<file path="config.mk">
export PLATFORM = sky130hd
export DESIGN_NAME = fsu_fault_trim
export DESIGN_NICKNAME = d
export VERILOG_FILES = /design/src/logic/fsu_pkg.sv /design/src/logic/fsu_sync.sv /design/src/logic/fsu_pulse_meter.sv /design/src/logic/fsu_fault_trim.sv
export VERILOG_INCLUDE_DIRS = /design/src /design/src/logic
export SDC_FILE = /design/constraint.sdc
export NUM_CORES = 1
export LEC_CHECK = 0
export ABC_AREA = 1
export BUFFER_PORTS_ARGS = -buffer_cell sky130_fd_sc_hd__buf_2
export CAP_MARGIN = 30
export CORE_UTILIZATION = 54
export DETAILED_ROUTE_END_ITERATION = 7
export GPL_TIMING_DRIVEN = 0
export HOLD_SLACK_MARGIN = 0.15
export PLACE_DENSITY = 0.78
export SYNTH_ARGS = -nofsm -noshare
export SYNTH_HDL_FRONTEND = slang
export SYNTH_HIERARCHICAL = 1
export SYNTH_SLANG_ARGS = --single-unit
</file>
<file path="constraint.sdc">
create_clock -name clk -period 1.3 [get_ports clk]
set_clock_uncertainty 0.05 [all_clocks]
set_input_delay 0.195 -clock clk [delete_from_list [all_inputs] [get_ports clk]]
set_output_delay 0.195 -clock clk [all_outputs]
set_load 0.01 [all_outputs]
</file>
<file path="src/logic/fsu_regs.svh">
// fsu_regs.svh: offsets, reset values and timing counts of the fault supervisor
// assumes a 50 MHz controller clock; included by bare name
`ifndef FSU_REGS_SVH
`define FSU_REGS_SVH

// ----------------------------------------
// clock
// ----------------------------------------
`define FSU_CLK_MHZ 50

// ----------------------------------------
// programming protocol times
// ----------------------------------------
`define FSU_ENTRY_NS 10000
`define FSU_ENTRY_CYC ((`FSU_ENTRY_NS * `FSU_CLK_MHZ + 999) / 1000)
`define FSU_GAP_NS 8000
`define FSU_GAP_CYC ((`FSU_GAP_NS * `FSU_CLK_MHZ + 999) / 1000)
`define FSU_BIT_PERIOD_NS 1000
`define FSU_BIT_PERIOD_CYC ((`FSU_BIT_PERIOD_NS * `FSU_CLK_MHZ) / 1000)
`define FSU_BIT_ONE_MIN (`FSU_BIT_PERIOD_CYC / 2)
`define FSU_BIT_MAX_CYC (`FSU_BIT_PERIOD_CYC * 4)
`define FSU_COMMIT_MS 15
`define FSU_COMMIT_CYC (`FSU_COMMIT_MS * 1000 * `FSU_CLK_MHZ)

// ----------------------------------------
// word layout and counts
// ----------------------------------------
`define FSU_WORD_PULSES 7
`define FSU_ADDR_BITS 6
`define FSU_ADDR_ZERO_BITS 4
`define FSU_HICCUP_CYCLES 7
`define FSU_OCP_CYCLES 7
`define FSU_TRIM_RESET 4'h0
`define FSU_TRIM_STEP_MV 2
`define FSU_TRIM_TOP_MV 14

`endif

</file>
<file path="src/logic/fsu_pkg.sv">
// fsu_pkg: types shared by the fault supervisor and trim port
// assumes nothing of its surroundings
package fsu_pkg;

	// ----------------------------------------
	// digitised comparator results
	// ----------------------------------------
	typedef struct packed {
		logic fb_under_uv;
		logic fb_over_ov;
		logic fb_out_of_band;
		logic temp_over_warn;
		logic temp_over_shutdown;
		logic temp_below_reset;
		logic comp_over_limit;
	} fsu_sense_s;

	typedef struct packed {
		logic trim_sign_bit;
		logic trim_bit_two;
		logic trim_bit_one;
		logic trim_bit_zero;
	} fsu_trim_s;

	// ----------------------------------------
	// state machines
	// ----------------------------------------
	typedef enum logic [5:0] {
		SUP_OFF = 6'b000001,
		SUP_START = 6'b000010,
		SUP_RUN = 6'b000100,
		SUP_HICCUP = 6'b001000,
		SUP_OV_HOLD = 6'b010000,
		SUP_THERMAL = 6'b100000
	} fsu_sup_e;

	typedef enum logic [2:0] {
		PRG_IDLE = 3'b001,
		PRG_GAP = 3'b010,
		PRG_BITS = 3'b100
	} fsu_prog_e;

endpackage : fsu_pkg

</file>
<file path="src/logic/fsu_sync.sv">
// fsu_sync: two-stage synchroniser for a vector of levels
// assumes inputs are slow levels from comparators
`timescale 1ns/100ps
module fsu_sync #(
	parameter int WIDTH = 1
) (
	input wire logic clk,
	input wire logic reset_n,
	input wire logic [WIDTH-1:0] async_in,
	output logic [WIDTH-1:0] sync_out
);
	// first stage feeds only the second stage
	logic [WIDTH-1:0] meta_reg;

	if (WIDTH < 1) begin : g_bad_width
		$error("fsu_sync: WIDTH must be positive");
	end

	always_ff @(posedge clk or negedge reset_n) begin
		if (!reset_n) begin
			meta_reg <= '0;
			sync_out <= '0;
		end else begin
			meta_reg <= async_in;
			sync_out <= meta_reg;
		end
	end
endmodule : fsu_sync

</file>
<file path="src/logic/fsu_pulse_meter.sv">
// fsu_pulse_meter: measures high and low times of the lockout pin
// assumes a synchronised level on the controller clock
`timescale 1ns/100ps
`include "fsu_regs.svh"
module fsu_pulse_meter #(
	parameter int CNT_W = 10,
	parameter int ONE_MIN = `FSU_BIT_ONE_MIN
) (
	input wire logic clk,
	input wire logic reset_n,
	input wire logic level_high,
	output logic pulse_end,
	output logic pulse_is_one,
	output logic [CNT_W-1:0] pulse_len,
	output logic [CNT_W-1:0] low_len
);
	logic level_reg;
	logic [CNT_W-1:0] hi_cnt_reg;
	logic [CNT_W-1:0] hi_cnt_next;
	logic [CNT_W-1:0] low_next;
	wire fall = level_reg & ~level_high;
	wire hi_sat = &hi_cnt_reg;
	wire low_sat = &low_len;

	if (ONE_MIN < 1 || ONE_MIN >= (1 << CNT_W)) begin : g_bad_one_min
		$error("fsu_pulse_meter: ONE_MIN out of range");
	end

	// saturating counts, so a stuck pin cannot wrap into a legal width
	assign hi_cnt_next = level_high ? (hi_sat ? hi_cnt_reg : hi_cnt_reg + 1'b1) : '0;
	assign low_next = level_high ? '0 : (low_sat ? low_len : low_len + 1'b1);

	always_ff @(posedge clk or negedge reset_n) begin
		if (!reset_n) begin
			level_reg <= 1'b0;
			hi_cnt_reg <= '0;
			low_len <= '0;
			pulse_end <= 1'b0;
			pulse_is_one <= 1'b0;
			pulse_len <= '0;
		end else begin
			level_reg <= level_high;
			hi_cnt_reg <= hi_cnt_next;
			low_len <= low_next;
			pulse_end <= fall;
			if (fall) begin
				pulse_len <= hi_cnt_reg;
				pulse_is_one <= (hi_cnt_reg >= CNT_W'(ONE_MIN));
			end
		end
	end
endmodule : fsu_pulse_meter

</file>
<file path="src/logic/fsu_fault_trim.sv">
// fsu_fault_trim: fault supervisor, power-good pin and reference trim port
// assumes comparator results arrive as levels; soft start and switch pulses are synchronous
//
// Function
// - master: power good low on band, soft start, lockout, short, warm die
// - loop slave: power good low only on lockout or warm die
// - undervoltage: both transistors off, hiccup restart like any fault but overtemperature
// - undervoltage restart resets prebias logic to keep prebiased output
// - overvoltage: high side off, low side on until below undervoltage
// - after overvoltage drops below undervoltage, enter hiccup recovery
// - overvoltage protection armed in every enabled state except thermal shutdown
// - overtemperature shutdown until cooled below reset level, then auto restart
// - four-bit trim code maps to plus or minus fourteen mV in 2 mV steps
// - programming reaches only the reference trim bits, even when malformed
// - trim buffer loads the stored value at power-up
// - long entry pulse then intermediate gap opens a session
// - seven pulses per write, six address then one data, width decides
// - write accepted only with four leading zero address bits; two select bit
// - accepted write updates buffer; reference follows without store write
// - power good high plus lockout high for commit time writes store
// - uncommitted buffer lost at power cycling, reverts to stored value
// - committed value persists yet is replaceable by later commits
// - hiccup runs seven soft-start cycles without switching, then restarts
// - overcurrent after limit exceeded for seven consecutive switching cycles
`timescale 1ns/100ps
`include "fsu_regs.svh"
module fsu_fault_trim #(
	parameter int COMMIT_CYC = `FSU_COMMIT_CYC,
	parameter int CNT_W = 10,
	parameter int BIT_ONE_MIN = `FSU_BIT_ONE_MIN
) (
	input wire logic clk,
	input wire logic reset_n,
	input wire logic ctrl_enable,
	input wire logic loop_slave,
	input wire logic lockout_active,
	input wire fsu_pkg::fsu_sense_s sense_in,
	input wire logic switch_cycle,
	input wire logic soft_start_done,
	input wire logic lockout_program_pin_elev,
	input wire logic lockout_program_pin_high,
	input wire logic power_good_pin_hv,
	input wire fsu_pkg::fsu_trim_s nv_stored_code,
	output logic power_good_out,
	output logic power_good_pin_out,
	output logic power_good_pin_oe,
	output logic high_side_en,
	output logic low_side_en,
	output logic soft_start_run,
	output logic prebias_reset,
	output logic hiccup_active,
	output logic thermal_off,
	output fsu_pkg::fsu_trim_s ref_trim_code,
	output logic signed [4:0] ref_offset_mv,
	output logic nv_write_pulse,
	output fsu_pkg::fsu_trim_s nv_write_data
);
	// ----------------------------------------
	// elaboration checks
	// ----------------------------------------
	if (COMMIT_CYC < 1 || COMMIT_CYC >= (1 << 20) || CNT_W < 10) begin : g_bad_param
		$error("fsu_fault_trim: COMMIT_CYC out of range or CNT_W too small for entry width");
	end

	// ----------------------------------------
	// input synchronisers
	// ----------------------------------------
	fsu_pkg::fsu_sense_s sense;
	logic [2:0] pin_sync;

	fsu_sync #(.WIDTH($bits(fsu_pkg::fsu_sense_s))) u_sense_sync (
		.clk(clk),
		.reset_n(reset_n),
		.async_in(sense_in),
		.sync_out(sense)
	);

	fsu_sync #(.WIDTH(3)) u_pin_sync (
		.clk(clk),
		.reset_n(reset_n),
		.async_in({lockout_program_pin_elev, lockout_program_pin_high, power_good_pin_hv}),
		.sync_out(pin_sync)
	);

	wire pin_elev = pin_sync[2];
	wire pin_high = pin_sync[1];
	wire pg_hv = pin_sync[0];

	// ----------------------------------------
	// supervisor state machine
	// ----------------------------------------
	fsu_pkg::fsu_sup_e sup_reg;
	fsu_pkg::fsu_sup_e sup_next;
	logic [2:0] ocp_cnt_reg;
	logic [2:0] hic_cnt_reg;
	logic short_reg;

	wire enabled = ctrl_enable & ~lockout_active;
	wire in_start = (sup_reg == fsu_pkg::SUP_START);
	wire in_run = (sup_reg == fsu_pkg::SUP_RUN);
	wire in_hic = (sup_reg == fsu_pkg::SUP_HICCUP);
	wire in_ovh = (sup_reg == fsu_pkg::SUP_OV_HOLD);
	wire in_therm = (sup_reg == fsu_pkg::SUP_THERMAL);
	wire switching = in_start | in_run;

	// limit must hold on every switching edge in a row
	wire ocp_fault = switching & switch_cycle & sense.comp_over_limit
		& (ocp_cnt_reg == 3'(`FSU_OCP_CYCLES - 1));
	wire hic_last = in_hic & soft_start_done & (hic_cnt_reg == 3'(`FSU_HICCUP_CYCLES - 1));
	wire uv_trip = in_run & sense.fb_under_uv;
	wire ov_trip = sense.fb_over_ov & ~in_ovh & ~in_therm;
	wire ov_release = in_ovh & sense.fb_under_uv;

	always_comb begin
		sup_next = sup_reg;
		if (!enabled) begin
			sup_next = fsu_pkg::SUP_OFF;
		end else if (sense.temp_over_shutdown && !in_therm) begin
			sup_next = fsu_pkg::SUP_THERMAL;
		end else if (ov_trip) begin
			sup_next = fsu_pkg::SUP_OV_HOLD;
		end else begin
			case (sup_reg)
				fsu_pkg::SUP_OFF: begin
					sup_next = fsu_pkg::SUP_START;
				end
				fsu_pkg::SUP_START: begin
					if (ocp_fault)
						sup_next = fsu_pkg::SUP_HICCUP;
					else if (soft_start_done)
						sup_next = fsu_pkg::SUP_RUN;
				end
				fsu_pkg::SUP_RUN: begin
					if (ocp_fault || uv_trip)
						sup_next = fsu_pkg::SUP_HICCUP;
				end
				fsu_pkg::SUP_HICCUP: begin
					if (hic_last)
						sup_next = fsu_pkg::SUP_START;
				end
				fsu_pkg::SUP_OV_HOLD: begin
					if (ov_release)
						sup_next = fsu_pkg::SUP_HICCUP;
				end
				fsu_pkg::SUP_THERMAL: begin
					// stays off until the die has cooled past the reset level
					if (sense.temp_below_reset && !sense.temp_over_shutdown)
						sup_next = fsu_pkg::SUP_START;
				end
				default: begin
					sup_next = fsu_pkg::SUP_OFF;
				end
			endcase
		end
	end

	wire enter_hic = (sup_next == fsu_pkg::SUP_HICCUP) & ~in_hic;
	wire voltage_restart = enter_hic & (uv_trip | ov_release);
	wire [2:0] ocp_cnt_next = (!switching || (switch_cycle && !sense.comp_over_limit)) ? 3'h0
		: (switch_cycle ? ocp_cnt_reg + 3'h1 : ocp_cnt_reg);
	wire [2:0] hic_cnt_next = !in_hic ? 3'h0 : (soft_start_done ? hic_cnt_reg + 3'h1 : hic_cnt_reg);

	always_ff @(posedge clk or negedge reset_n) begin
		if (!reset_n) begin
			sup_reg <= fsu_pkg::SUP_OFF;
			ocp_cnt_reg <= 3'h0;
			hic_cnt_reg <= 3'h0;
			short_reg <= 1'b0;
			prebias_reset <= 1'b0;
		end else begin
			sup_reg <= sup_next;
			ocp_cnt_reg <= ocp_cnt_next;
			hic_cnt_reg <= hic_cnt_next;
			prebias_reset <= voltage_restart;
			// a fresh short wins over the clear of a finished start
			if (ocp_fault)
				short_reg <= 1'b1;
			else if ((in_start && soft_start_done) || !enabled)
				short_reg <= 1'b0;
		end
	end

	// ----------------------------------------
	// drive and status outputs
	// ----------------------------------------
	wire nxt_switch = (sup_next == fsu_pkg::SUP_START) | (sup_next == fsu_pkg::SUP_RUN);
	wire nxt_ovh = (sup_next == fsu_pkg::SUP_OV_HOLD);
	wire nxt_hic = (sup_next == fsu_pkg::SUP_HICCUP);
	wire nxt_start = (sup_next == fsu_pkg::SUP_START);

	// master causes, then the reduced set for a loop slave
	wire pg_master_low = sense.fb_out_of_band | in_start | lockout_active | short_reg
		| sense.temp_over_warn;
	wire pg_slave_low = lockout_active | sense.temp_over_warn;
	wire pg_low = loop_slave ? pg_slave_low : pg_master_low;

	always_ff @(posedge clk or negedge reset_n) begin
		if (!reset_n) begin
			high_side_en <= 1'b0;
			low_side_en <= 1'b0;
			soft_start_run <= 1'b0;
			hiccup_active <= 1'b0;
			thermal_off <= 1'b0;
			power_good_out <= 1'b0;
			power_good_pin_oe <= 1'b1;
		end else begin
			high_side_en <= nxt_switch;
			low_side_en <= nxt_switch | nxt_ovh;
			soft_start_run <= nxt_start | nxt_hic;
			hiccup_active <= nxt_hic;
			thermal_off <= (sup_next == fsu_pkg::SUP_THERMAL);
			power_good_out <= ~pg_low;
			power_good_pin_oe <= pg_low;
		end
	end

	// open drain: only ever pulls low
	assign power_good_pin_out = 1'b0;

	// ----------------------------------------
	// pulse decoder
	// ----------------------------------------
	logic pulse_end;
	logic pulse_is_one;
	logic [CNT_W-1:0] pulse_len;
	logic [CNT_W-1:0] low_len;

	fsu_pulse_meter #(.CNT_W(CNT_W), .ONE_MIN(BIT_ONE_MIN)) u_meter (
		.clk(clk),
		.reset_n(reset_n),
		.level_high(pin_high),
		.pulse_end(pulse_end),
		.pulse_is_one(pulse_is_one),
		.pulse_len(pulse_len),
		.low_len(low_len)
	);

	// ----------------------------------------
	// programming session
	// ----------------------------------------
	fsu_pkg::fsu_prog_e prg_reg;
	fsu_pkg::fsu_prog_e prg_next;
	logic [`FSU_WORD_PULSES-1:0] word_reg;
	logic [2:0] bit_cnt_reg;

	// session needs the elevated or high lockout level and the high power-good level throughout
	wire session_ok = (pin_elev | pin_high) & pg_hv;
	wire entry_seen = pulse_end & (pulse_len >= CNT_W'(`FSU_ENTRY_CYC));
	wire gap_met = ~pin_high & (low_len >= CNT_W'(`FSU_GAP_CYC));
	wire bit_bad = pulse_end & (pulse_len >= CNT_W'(`FSU_BIT_MAX_CYC));
	wire word_stall = (bit_cnt_reg != 3'h0) & (low_len >= CNT_W'(`FSU_BIT_MAX_CYC));
	wire bit_take = (prg_reg == fsu_pkg::PRG_BITS) & pulse_end & ~bit_bad;
	wire word_done = bit_take & (bit_cnt_reg == 3'(`FSU_WORD_PULSES - 1));
	wire [`FSU_WORD_PULSES-1:0] word_full = {word_reg[`FSU_WORD_PULSES-2:0], pulse_is_one};
	wire [`FSU_ADDR_BITS-1:0] word_addr = word_full[`FSU_WORD_PULSES-1:1];
	wire word_data = word_full[0];
	wire addr_ok = (word_addr[`FSU_ADDR_BITS-1:2] == 4'h0);
	wire [1:0] bit_sel = word_addr[1:0];

	always_comb begin
		prg_next = prg_reg;
		if (!session_ok) begin
			prg_next = fsu_pkg::PRG_IDLE;
		end else begin
			case (prg_reg)
				fsu_pkg::PRG_IDLE: begin
					if (entry_seen)
						prg_next = fsu_pkg::PRG_GAP;
				end
				fsu_pkg::PRG_GAP: begin
					if (gap_met)
						prg_next = fsu_pkg::PRG_BITS;
					else if (pin_high)
						prg_next = fsu_pkg::PRG_IDLE;
				end
				fsu_pkg::PRG_BITS: begin
					if (bit_bad)
						prg_next = fsu_pkg::PRG_IDLE;
				end
				default: begin
					prg_next = fsu_pkg::PRG_IDLE;
				end
			endcase
		end
	end

	wire [2:0] bit_cnt_next = (prg_reg != fsu_pkg::PRG_BITS || word_done || word_stall) ? 3'h0
		: (bit_take ? bit_cnt_reg + 3'h1 : bit_cnt_reg);

	always_ff @(posedge clk or negedge reset_n) begin
		if (!reset_n) begin
			prg_reg <= fsu_pkg::PRG_IDLE;
			word_reg <= '0;
			bit_cnt_reg <= 3'h0;
		end else begin
			prg_reg <= prg_next;
			bit_cnt_reg <= bit_cnt_next;
			if (bit_take)
				word_reg <= word_full;
		end
	end

	// ----------------------------------------
	// trim buffer and store commit
	// ----------------------------------------
	logic loaded_reg;
	logic [19:0] commit_cnt_reg;
	logic commit_done_reg;
	logic [3:0] buf_bits;
	logic [3:0] buf_next;

	// only these four bits exist on this path; other trims are not addressable
	wire write_ok = word_done & addr_ok & session_ok;
	wire commit_hold = pg_hv & pin_high;
	wire commit_fire = commit_hold & ~commit_done_reg
		& (commit_cnt_reg == 20'(COMMIT_CYC - 1));

	generate
		for (genvar i = 0; i < 4; i++) begin : g_trim_bit
			assign buf_next[i] = (write_ok && bit_sel == 2'(i)) ? word_data : buf_bits[i];
		end
	endgenerate

	always_ff @(posedge clk or negedge reset_n) begin
		if (!reset_n) begin
			buf_bits <= `FSU_TRIM_RESET;
			loaded_reg <= 1'b0;
		end else if (!loaded_reg) begin
			// first edge after release takes the stored code
			buf_bits <= nv_stored_code;
			loaded_reg <= 1'b1;
		end else begin
			buf_bits <= buf_next;
		end
	end

	always_ff @(posedge clk or negedge reset_n) begin
		if (!reset_n) begin
			commit_cnt_reg <= 20'h00000;
			commit_done_reg <= 1'b0;
			nv_write_pulse <= 1'b0;
			nv_write_data <= `FSU_TRIM_RESET;
		end else begin
			commit_cnt_reg <= (commit_hold && !commit_done_reg) ? commit_cnt_reg + 20'h00001 : 20'h00000;
			// one write per hold; releasing the pins re-arms a later commit
			commit_done_reg <= commit_hold & (commit_done_reg | commit_fire);
			nv_write_pulse <= commit_fire;
			if (commit_fire)
				nv_write_data <= buf_bits;
		end
	end

	// ----------------------------------------
	// reference trim outputs
	// ----------------------------------------
	wire [4:0] step_mv = 5'(buf_bits[2:0]) * 5'(`FSU_TRIM_STEP_MV);
	wire signed [4:0] offset_next = buf_bits[3] ? $signed(5'(`FSU_TRIM_TOP_MV) - step_mv)
		: $signed(5'h00 - step_mv);

	always_ff @(posedge clk or negedge reset_n) begin
		if (!reset_n) begin
			ref_trim_code <= `FSU_TRIM_RESET;
			ref_offset_mv <= 5'sh00;
		end else begin
			ref_trim_code <= buf_bits;
			ref_offset_mv <= offset_next;
		end
	end
endmodule : fsu_fault_trim

</file>
# Word level (Yosys, flattened, before mapping)
# Cells that the tools add are included.
# classes
n_addsub,8
magnitude_cmp,5
n_eq_ne,32
n_mux,36
bitwise_logic,47
reduce_logical,29
# op_table
op,n
6-bit two-way mux,9
10-bit two-way mux,4
6-bit case mux with 6 select lines,1
3-bit two-way mux,11
1-bit bitwise AND,27
10-bit by 1-bit adder with 10-bit output (second input constant),2
20-bit by 1-bit adder with 20-bit output (second input constant),1
20-bit equality test (second input constant),1
10-bit by 8-bit >= comparator with 1-bit output (second input constant),2
10-bit by 9-bit >= comparator with 1-bit output (second input constant),2
20-bit two-way mux,1
10-bit AND reduction,2
3-bit equality test (second input constant),4
6-bit by 2-bit equality test with 1-bit output (second input constant),2
6-bit by 3-bit equality test with 1-bit output (second input constant),2
6-bit by 4-bit equality test with 1-bit output (second input constant),2
6-bit by 5-bit equality test with 1-bit output (second input constant),2
6-bit equality test (second input constant),2
1-bit OR,12
10-bit by 5-bit >= comparator with 1-bit output (second input constant),1
3-bit by 1-bit adder with 3-bit output (second input constant),3
1-bit logical AND,9
3-bit inequality test (second input constant),3
3-bit case mux with 3 select lines,1
other kinds (21),51
# word_totals
regBits,126
input_bits,21
output_inout_bits,23
word_cells,199

# Depth between registers and ports, before layout
# Gate-level depths: netlist (run 1).
# depth
depth_word,14
depth_mapped,11
depth_no_buf,11

# By module
# Netlist (run 1), hierarchy kept.
# modules_own_cells
mod,instances,cells_each,area_per_inst_um2,seq_area_each_um2
fsu_fault_trim,1,467,3733.6,1805.5
fsu_pulse_meter,1,198,1685.4,825.8
fsu_sync (u_sense_sync),1,14,350.3,350.3
fsu_sync (u_pin_sync),1,6,150.1,150.1

# Worst setup path after synthesis (run 1)
# Ideal clock, no wire load.
# synth_timing
path_type,flip-flop to flip-flop
start,reg u_pin_sync.sync_out[1]
end,reg nv_write_data[2] (netlist bit)
setup_ns,0.122
arrival_time_ns,1.255
setup_slack_ns,-0.127
path_stages_with_launch,7
n_path_buf,1
period_less_slack_ns,1.427
path_cell_list,dfrtp_1 -> nand3_1 -> buf_4 -> nor4_4 -> nand2_2 -> nand2_1 -> o21ai_1
# synth_via
elab_chain_cells,3
# synth_lines
element,line_no,source
from (decl),fsu_sync.sv:10,output logic [WIDTH-1:0] sync_out
from (signal assigned),fsu_sync.sv:25,sync_out <= meta_reg;
1-bit bitwise AND,fsu_fault_trim.sv:314,wire commit_hold = pg_hv & pin_high;
1-bit bitwise AND,fsu_fault_trim.sv:315,wire commit_fire = commit_hold & ~commit_done_reg
1-bit bitwise AND,fsu_fault_trim.sv:316,& (commit_cnt_reg == 20'(COMMIT_CYC - 1));
to (signal assigned),fsu_fault_trim.sv:342,nv_write_data <= `FSU_TRIM_RESET;
to (signal assigned),fsu_fault_trim.sv:349,nv_write_data <= buf_bits;
to (decl),fsu_fault_trim.sv:56,output fsu_pkg::fsu_trim_s nv_write_data
# Every way passes these cells.
# A chain may end at the register's enable or synchronous reset.

# Final worst setup path (run 1)
# layout_timing
start,reg commit_cnt_reg[0]
end,reg commit_cnt_reg[16]
# layout_via
elab_chain_cells,2
# layout_lines
element,line_no,source
from (decl),fsu_fault_trim.sv:307,logic [19:0] commit_cnt_reg;
from (signal assigned),fsu_fault_trim.sv:344,commit_cnt_reg <= (commit_hold && !commit_done_reg) ? commit_cnt_reg + 20'h00001 : 20'h00000;
20-bit by 1-bit adder with 20-bit output,fsu_fault_trim.sv:344,
20-bit two-way mux,fsu_fault_trim.sv:344,
# Every way passes these cells.

==> results of run 1 <==
==> stage by stage <==
step / power [mW] / hold slack [ps] / TNS, ps
2_1_floorplan: 4.39 / -151 / -344
3_3_place_gp: 4.59 / 253 / -181160
3_5_place_dp: 4.64 / 105 / -7160
4_1_cts: 9.61 / 126 / -5690
5_1_grt: 10.0 / 145 / -17270
6_report: 9.73 / 116 / -13790
==> placed cells by master (no fill, tap or decap), types with 5 or more instances in the layout <==
master and count:
nand2_1 135, nor2_4 18, dfrtp_2 7, nor2_2 8
nand3_1 30, nand3_4 8, inv_2 16, o21ai_2 17
inv_1 86, buf_6 15, a21oi_1 19, nand4_1 11
clkbuf_16 16, nand3_2 15, nand2_2 20, nand2_4 12
xor2_1 6, ha_1 10, nor3_4 6, dfrtp_1 113
buf_4 47, buf_2 40, nor3_2 5, nor2_1 45
dlygate4sd3_1 20, o21ai_1 17, o21ai_0 18
==> repair_timing <==
item | in CTS | in global routing
hold buffers | 20 | 0
buffers inserted | 38 | 24
hold endpoints to repair | 148 | 0
endpoints found under the setup margin | 73 | 95
resized for setup | 87 | 106
pin swaps | 38 | 54
==> layout make-up <==
class	count	area, um^2	area share
clock inverters	8	140	0.0171
clock buffers	23	467	0.0571
multi-input cells	440	2890	0.353
inverters	108	432	0.0528
well taps	136	170	0.0208
flip-flops and latches	123	3090	0.378
plain buffers	7	70.1	0.00857
repair buffers	119	918	0.112
==> worst max-delay path by stage <==
stage | slack, ps | startpoint | cells after the start | end
floorplan | -50 | commit_cnt_reg[0]$_DFF_PN0_ | 9 | commit_cnt_reg[18]$_DFF_PN0_
global placement | -1670 | reset_n | 1 | u_pin_sync/sync_out[1]$_DFF_PN0_
detailed placement | -230 | prg_reg[1]$_DFFE_PN0P_ | 6 | buf_bits[3]$_DFFE_PN0P_
CTS | -240 | prg_reg[2]$_DFFE_PN0P_ | 8 | buf_bits[0]$_DFFE_PN0P_
global route | -480 | u_meter/pulse_len[4]$_DFFE_PN0P_ | 8 | bit_cnt_reg[2]$_DFFE_PN0P_
finish | -460 | commit_cnt_reg[0]$_DFF_PN0_ | 9 | commit_cnt_reg[16]$_DFF_PN0_
==> layer usage <==
layer  track usage  vias up  wire length (um)  part of all wire
li1              -     2431                 -                 -
met1         0.314     2735              6600              0.36
met2         0.497      318              9390              0.51
met3        0.0668      108              1180             0.065
met4         0.147        0              1100             0.060
met5             0        -                 0                 0
==> power by group through the flow <==
stage | clock network (mW) | logic (mW) | registers, mW
after floorplan | 0 | 0.258 | 4.13
after global placement | 0 | 0.478 | 4.11
after detailed placement | 0 | 0.515 | 4.12
after CTS | 4.89 | 0.664 | 4.05
after global routing | 5.13 | 0.815 | 4.08
final | 4.91 | 0.752 | 4.07
==> flow_metrics.tcl, run 1 <==
set metrics [dict create \
    grt_antenna_before_repair 0 \
    final_max_slew_viol_count 0 \
    grt_pass1_vias 5291 \
    grt_pass1_wl_um 24600 \
    comb_power_share 0.077 \
    status "finished with violations" \
    routed_wl_um 18300 \
    fin_util 0.785 \
    finalNonFillerCells 964 \
    area_growth_pct 39.7 \
    finalCritPeriodShare 1.35 \
    placed_area_mm2 0.00633 \
    gp_congestion 0.889 \
    ant_nets 0 \
    start_kind "flip-flop" \
    max_cap_violations 0 \
    r2r_start "commit_cnt_reg[0]$_DFF_PN0_" \
    dp_cells 858 \
    core_area_mm2 0.0104 \
    swShare 0.227 \
    crit_slowest_cell "dfrtp_1" \
    setup_viol 63 \
    final_nets 850 \
    min_path_type "input port to asynchronous set/reset pin" \
    leakage_nw 4.14 \
    synth_cells 679 \
    largest_register_ffs 20 \
    worstSkewPairLatency_ps 530 \
    syn_area_mm2 0.00585 \
    fillCellCount 521 \
    cts_buffers 17 \
    final_hold_viol_count 0 \
    grt_max_degree 79 \
    path_common_cell "nand3_4" \
    portBuffers 41 \
    layout-drive-gt1-share 0.357 \
    clk_pin_slew_worst_paths_ps 60 \
    netSwitchingPower_mw 2.21 \
    crit_fanout 4 \
    die_h_um 106 \
    cts_tree "done" \
    die-area_mm2 0.0113 \
    grt.total_usage 0.281 \
    clockBufferDepth 2 \
    worstReg2RegEnd "commit_cnt_reg[16]$_DFF_PN0_" \
    cp_cell_sequence "ha_4 > nand3_4 > inv_4 > nand3_4 > nor2_4 > buf_4 > nand3_2 > xor2_1 > nor2_1" \
    hpwlAfterDp_um 8030 \
    drc 0 \
    period_needed_ps 1760 \
    seq_power_share 0.419 \
    max_clock_freq_mhz 569 \
    firstDrtPassIters 5 \
    rr_worst_depth 9 \
    crit_family "simple AND/OR/NAND/NOR gates" \
    final_cell_area_mm2 0.00817 \
    initial_utilization 0.562 \
    clock_power_share 0.504 \
    peakVddDrop_mv 0.876 \
    crit_required_ps 1690 \
    slowest_delay_ps 420 \
    p_per_area_mw_per_mm2 1190 \
    critPathKind "flip-flop to flip-flop" \
    die_w_um 106 \
    num_io_pins 44 \
    cp-end-kind "flip-flop" \
    violations "negative setup slack" \
    cp.arrival_ps 2150 \
    worst_slack_ps -459 \
    drtIter0Drc 454 \
    cts.sinks 123 \
    tightestPinTransition_ps 638 \
    cp_num_buf_inv 2 \
    ff2ff_setup_slack_ps -460 \
    max-slew-margin-rel 0.572 \
    yosysWarnings 6 \
    rows 37 \
    post_drt_wl_per_cell_um 19.0 \
    h-tree-depth 4 \
    num_vias 5592 \
    cts-root-buf "clkbuf_8" \
    n_antenna_cell 0 \
    dp_slack_ps -233 \
    syn_area_per_cell_um2 8.62 \
    rsz0062_at_grt "yes" \
    viasPerCell 5.80 \
    gr-total-overflow 0 \
    p_int_mw 7.52 \
]
Power figures use the tool's default switching activity.
==> run 2: changes to the inputs <==
--- a/config.mk
+++ b/config.mk
@@ -9,11 +9,11 @@
 export ABC_AREA = 1
 export BUFFER_PORTS_ARGS = -buffer_cell sky130_fd_sc_hd__buf_2
 export CAP_MARGIN = 30
-export CORE_UTILIZATION = 54
+export CORE_UTILIZATION = 60
 export DETAILED_ROUTE_END_ITERATION = 7
 export GPL_TIMING_DRIVEN = 0
 export HOLD_SLACK_MARGIN = 0.15
-export PLACE_DENSITY = 0.78
+export PLACE_DENSITY = 0.82
 export SYNTH_ARGS = -nofsm -noshare
 export SYNTH_HDL_FRONTEND = slang
 export SYNTH_HIERARCHICAL = 1
==> constraint.sdc (replaced) <==
create_clock -name clk -period 2 [get_ports clk]
set_clock_uncertainty 0.05 [all_clocks]
set_input_delay 0.3 -clock clk [delete_from_list [all_inputs] [get_ports clk]]
set_output_delay 0.3 -clock clk [all_outputs]
set_load 0.01 [all_outputs]
==> run 2 against run 1 <==
Compared with the run above: the run now ends clean; count of clock-buffer cells in the layout fell by 1; utilization down 2.2 points; highest routed layer unchanged; sequential power is 35% lower; sequential share of layout area up 5.5 points.
==> flow_metrics.tcl, run 2 (synthesis gave the netlist of run 1 again) <==
set metrics [dict create \
    status "completed" \
    gr-total-overflow 0 \
    cts_tree "done" \
    crit_required_ps 2340 \
    grt_max_degree 84 \
    h-tree-depth 4 \
    grt_antenna_before_repair 0 \
    clockBufferDepth 2 \
    core_area_mm2 0.00933 \
    num_vias 4688 \
    clk_pin_slew_worst_paths_ps 60 \
    grt_pass1_wl_um 20400 \
    cts-root-buf "clkbuf_8" \
    gp_congestion 0.893 \
    portBuffers 41 \
    viasPerCell 5.19 \
    crit_fanout 5 \
    grt.total_usage 0.260 \
    critPathKind "flip-flop to flip-flop" \
    final_hold_viol_count 0 \
    rows 35 \
    initial_utilization 0.627 \
    n_antenna_cell 0 \
    setup_viol 0 \
    postCtsSetupBuffers 0 \
    cp.arrival_ps 2160 \
    layout-drive-gt1-share 0.169 \
    final_nets 795 \
    area_growth_pct 21.6 \
    seq_power_share 0.416 \
    fin_setup_tns_ps 0 \
    placed_area_mm2 0.00626 \
    num_io_pins 44 \
    rsz0062_at_grt "no" \
    final_max_slew_viol_count 0 \
    final_cell_area_mm2 0.00712 \
    period_needed_ps 1820 \
    peakVddDrop_mv 0.895 \
    die_h_um 101 \
    min_path_type "input port to asynchronous set/reset pin" \
    worstSkewPairLatency_ps 510 \
    final_cell_mix "nand2_1, dfrtp_1, inv_1, nor2_1, nand3_1" \
    cts.sinks 123 \
    swShare 0.209 \
    post_drt_wl_per_cell_um 13.1 \
    drc 0 \
    max_cap_violations 0 \
    routed_wl_um 11800 \
    die-area_mm2 0.0102 \
    grt_pass1_vias 4726 \
    start_kind "flip-flop" \
    cp-end-kind "flip-flop" \
    clock_power_share 0.528 \
    max_clock_freq_mhz 549 \
    largest_register_ffs 20 \
    netSwitchingPower_mw 1.32 \
    leakage_nw 3.68 \
    p_int_mw 5.00 \
    finalCritPeriodShare 0.911 \
    cts_buffers 17 \
    fillCellCount 609 \
    ant_nets 0 \
    final_common_cell "nand2_1" \
    comb_power_share 0.056 \
    p_per_area_mw_per_mm2 889 \
    firstDrtPassIters 5 \
    hpwlAfterDp_um 7900 \
    drtIter0Drc 286 \
    die_w_um 101 \
]
## run 2: cell count changes in the layout (fill, tap and decap cells not counted), moves of 14 or more
| cell | before | now |
|---|---|---|
| buf_4 | 47 | 3 |
| o21ai_0 | 18 | 43 |
| nand2_1 | 135 | 156 |
| nor2_1 | 45 | 60 |
| inv_1 | 86 | 103 |
| o21ai_2 | 17 | 3 |
| nand3_1 | 30 | 46 |
## run 2: repair_timing
action / in CTS / in global routing
gates resized for setup: 0 / 0
endpoints found under the hold margin: 146 / 0
hold buffers: 20 / 0
## run 2: worst paths after layout
| check | cells past startpoint | startpoint | end | slack, ps |
|---|---|---|---|---|
| worst max-delay path | 5 | sup_reg[5]$_DFF_PN0_ | power_good_out$_DFF_PN0_ | 180 |
| worst min-delay path | 2 | reset_n | u_sense_sync/sync_out[6]$_DFF_PN0_ | 210 |
| worst max register to register | 5 | sup_reg[5]$_DFF_PN0_ | power_good_out$_DFF_PN0_ | 180 |
| worst min register to register | 0 | u_sense_sync/meta_reg[4]$_DFF_PN0_ | u_sense_sync/sync_out[4]$_DFF_PN0_ | 300 |
| max in group asynchronous | 3 | reset_n | prg_reg[0]$_DFFE_PN1P_ | 960 |
| min in group clk | 0 | u_sense_sync/meta_reg[4]$_DFF_PN0_ | u_sense_sync/sync_out[4]$_DFF_PN0_ | 300 |
## run 2: layout make-up
type | count | area (um^2) | share of cell area
Timing Repair Buffer | 62 | 439 | 0.0617
Inverter | 108 | 407 | 0.0571
Buffer | 9 | 65.1 | 0.00914
Tap cell | 129 | 161 | 0.0227
Clock inverter | 10 | 186 | 0.0262
Sequential cell | 123 | 3080 | 0.433
Multi-Input combinational cell | 440 | 2300 | 0.324
Clock buffer | 22 | 473 | 0.0665
## run 2: metrics by stage
step / power (mW) / setup slack (ps) / cells / hold WS, ps / utilization
CTS: 6.37 / 174 / 903 / 220 / 0.763
detailed placement: 3.00 / 359 / 851 / 184 / 0.671
global route: 6.54 / 76.2 / 903 / 252 / 0.763
floorplan: 2.84 / 573 / 680 / -45.6 / -
global placement: 2.97 / -846 / 850 / 283 / 0.667
finish: 6.32 / 178 / 903 / 213 / 0.763
## run 2: critical path, cell delays in order (launching register included)
cell and delay (ps):
dfrtp_1 410, nor2_2 250, nand3_2 200, a21oi_1 170, nor3_1 50, dlygate4sd3_1 570
## run 2: power groups by stage
| stage | logic [mW] | clock network (mW) | registers [mW] |
|---|---|---|---|
| floorplan | 0.162 | 0 | 2.68 |
| global placement | 0.305 | 0 | 2.67 |
| detailed placement | 0.324 | 0 | 2.67 |
| CTS | 0.358 | 3.38 | 2.63 |
| global route | 0.401 | 3.50 | 2.64 |
| finish | 0.354 | 3.34 | 2.63 |
## run 2: per-layer routing
layer	up-vias	track usage	wire, um
li1	2318	-	-
met1	2204	0.301	5070
met2	142	0.457	6030
met3	24	0.0791	507
met4	0	0.0881	209
met5	-	0	0
==> run 3: changes to the inputs <==
--- a/config.mk
+++ b/config.mk
@@ -13,7 +13,7 @@
 export DETAILED_ROUTE_END_ITERATION = 7
 export GPL_TIMING_DRIVEN = 0
 export HOLD_SLACK_MARGIN = 0.15
-export PLACE_DENSITY = 0.82
+export PLACE_DENSITY = 0.78
 export SYNTH_ARGS = -nofsm -noshare
 export SYNTH_HDL_FRONTEND = slang
 export SYNTH_HIERARCHICAL = 1
==> run 3 against run 2 <==
Compared with the run above: power is 2.3% lower; wire length increased by 0.28%; maximum frequency shrank 1.9%; first-iteration DRC count down 12%; sequential power hardly changed; global-route usage down 0.48 points; count of clock-buffer cells in the layout decreased by 3; non-clock buffer count stayed put; utilization down 0.39 points.
==> flow_metrics.tcl, run 3 (synthesis gave the netlist of run 1 again) <==
set metrics [dict create \
    die_w_um 101 \
    leakage_nw 3.66 \
    dp_cells 851 \
    cts-root-buf "clkbuf_8" \
    initial_utilization 0.627 \
    max_clock_freq_mhz 538 \
    netSwitchingPower_mw 1.39 \
    num_vias 4630 \
    min_path_type "input port to asynchronous set/reset pin" \
    n_antenna_cell 0 \
    layout-drive-gt1-share 0.169 \
    core_area_mm2 0.00933 \
    finalNonFillerCells 903 \
    grt_antenna_before_repair 0 \
    viasPerCell 5.13 \
    clock_power_share 0.516 \
    hpwlAfterDp_um 7680 \
    routed_wl_um 11900 \
    clk_pin_slew_worst_paths_ps 60 \
    worst_slack_ps 142 \
    whs_ps 221 \
    slowest_delay_ps 580 \
    crit_slowest_cell "dlygate4sd3_1" \
    grt_max_degree 81 \
    firstDrtPassIters 5 \
    cp_cell_sequence "nor2_2 > nand3_2 > a21oi_1 > nor3_1 > dlygate4sd3_1" \
    post_drt_wl_per_cell_um 13.1 \
    start_kind "flip-flop" \
    crit_required_ps 2330 \
    p_per_area_mw_per_mm2 873 \
    num_io_pins 44 \
    gr-total-overflow 0 \
    worstSkewPairLatency_ps 510 \
    die-area_mm2 0.0102 \
    final_nets 795 \
    cp.arrival_ps 2190 \
    final_common_cell "nand2_1" \
    h-tree-depth 4 \
    gp_congestion 0.862 \
    cts_buffers 17 \
    dp_slack_ps 358 \
    drtIter0Drc 251 \
    status "completed" \
    comb_power_share 0.058 \
    cts.sinks 123 \
    cp-end-kind "flip-flop" \
    grt_pass1_wl_um 19900 \
    final_hold_viol_count 0 \
    area_growth_pct 21.0 \
    max_cap_violations 0 \
    peakVddDrop_mv 0.415 \
    p_int_mw 4.79 \
    postCtsSetupBuffers 0 \
    period_needed_ps 1860 \
    die_h_um 101 \
    crit_fanout 5 \
    ctsHoldBuffers 20 \
    post_cts_resized 0 \
    rsz0062_at_grt "no" \
    critPathKind "flip-flop to flip-flop" \
    fin_setup_tns_ps 0 \
    final_max_slew_viol_count 0 \
    largest_register_ffs 20 \
    final_cell_mix "nand2_1, dfrtp_1, inv_1, nor2_1, nand3_1" \
    ant_nets 0 \
    finalCritPeriodShare 0.929 \
    portBuffers 41 \
    rows 35 \
    seq_power_share 0.426 \
    fillCellCount 623 \
    cts_tree "done" \
    clockBufferDepth 2 \
    swShare 0.225 \
    grt_pass1_vias 4559 \
    drc 0 \
    totalPowerFinal_mw 6.18 \
    setup_viol 0 \
    grt.total_usage 0.255 \
]
[run 3: layout make-up]
cell class                 instances  area (um^2)  area share
clock buffer                      19          432      0.0610
clock inverter                    13          191      0.0270
multi-input combinational        440         2300       0.325
inverter                         108          407      0.0574
timing repair buffer              62          439      0.0620
buffer                             9         65.1     0.00919
sequential                       123         3080       0.435
tap                              129          161      0.0228
[run 3: power groups by stage]
stage	sequential (mW)	combinational (mW)	clock [mW]
6_report	2.63	0.358	3.19
4_1_cts	2.63	0.361	3.23
2_1_floorplan	2.68	0.162	0
3_3_place_gp	2.67	0.307	0
3_5_place_dp	2.67	0.324	0
5_1_grt	2.64	0.404	3.35
[run 3: path summary, 6_finish.rpt]
path	from	to	slack, ps	cells after the start
min	reset_n	hic_cnt_reg[0]$_DFFE_PN0P_	220	2
max	sup_reg[5]$_DFF_PN0_	power_good_out$_DFF_PN0_	140	5
min in group clk	u_sense_sync/meta_reg[1]$_DFF_PN0_	u_sense_sync/sync_out[1]$_DFF_PN0_	300	0
max reg2reg	sup_reg[5]$_DFF_PN0_	power_good_out$_DFF_PN0_	140	5
max in group asynchronous	reset_n	prg_reg[0]$_DFFE_PN1P_	940	3
min reg2reg	u_sense_sync/meta_reg[1]$_DFF_PN0_	u_sense_sync/sync_out[1]$_DFF_PN0_	300	0
[run 3: worst max-delay path, delay by kind of cell, from the launching register on]
kind            cells  cell delay [ps]
buf+inv             1              580
simple gates        3              520
flops               1              410
compound gates      1              170
[run 3: metrics by stage]
stage / instance area, um^2 / util
after floorplan: 5860 / -
after global placement: 6220 / 0.667
after detailed placement: 6260 / 0.671
after CTS: 7080 / 0.759
after global routing: 7080 / 0.759
final: 7080 / 0.759
[run 3: layer usage]
metal,global-route usage,up-vias,part of all wire
li1,-,2317,-
met4,0.0892,0,0.013
met3,0.0624,13,0.038
met2,0.448,137,0.51
met5,0,-,0
met1,0.306,2163,0.44
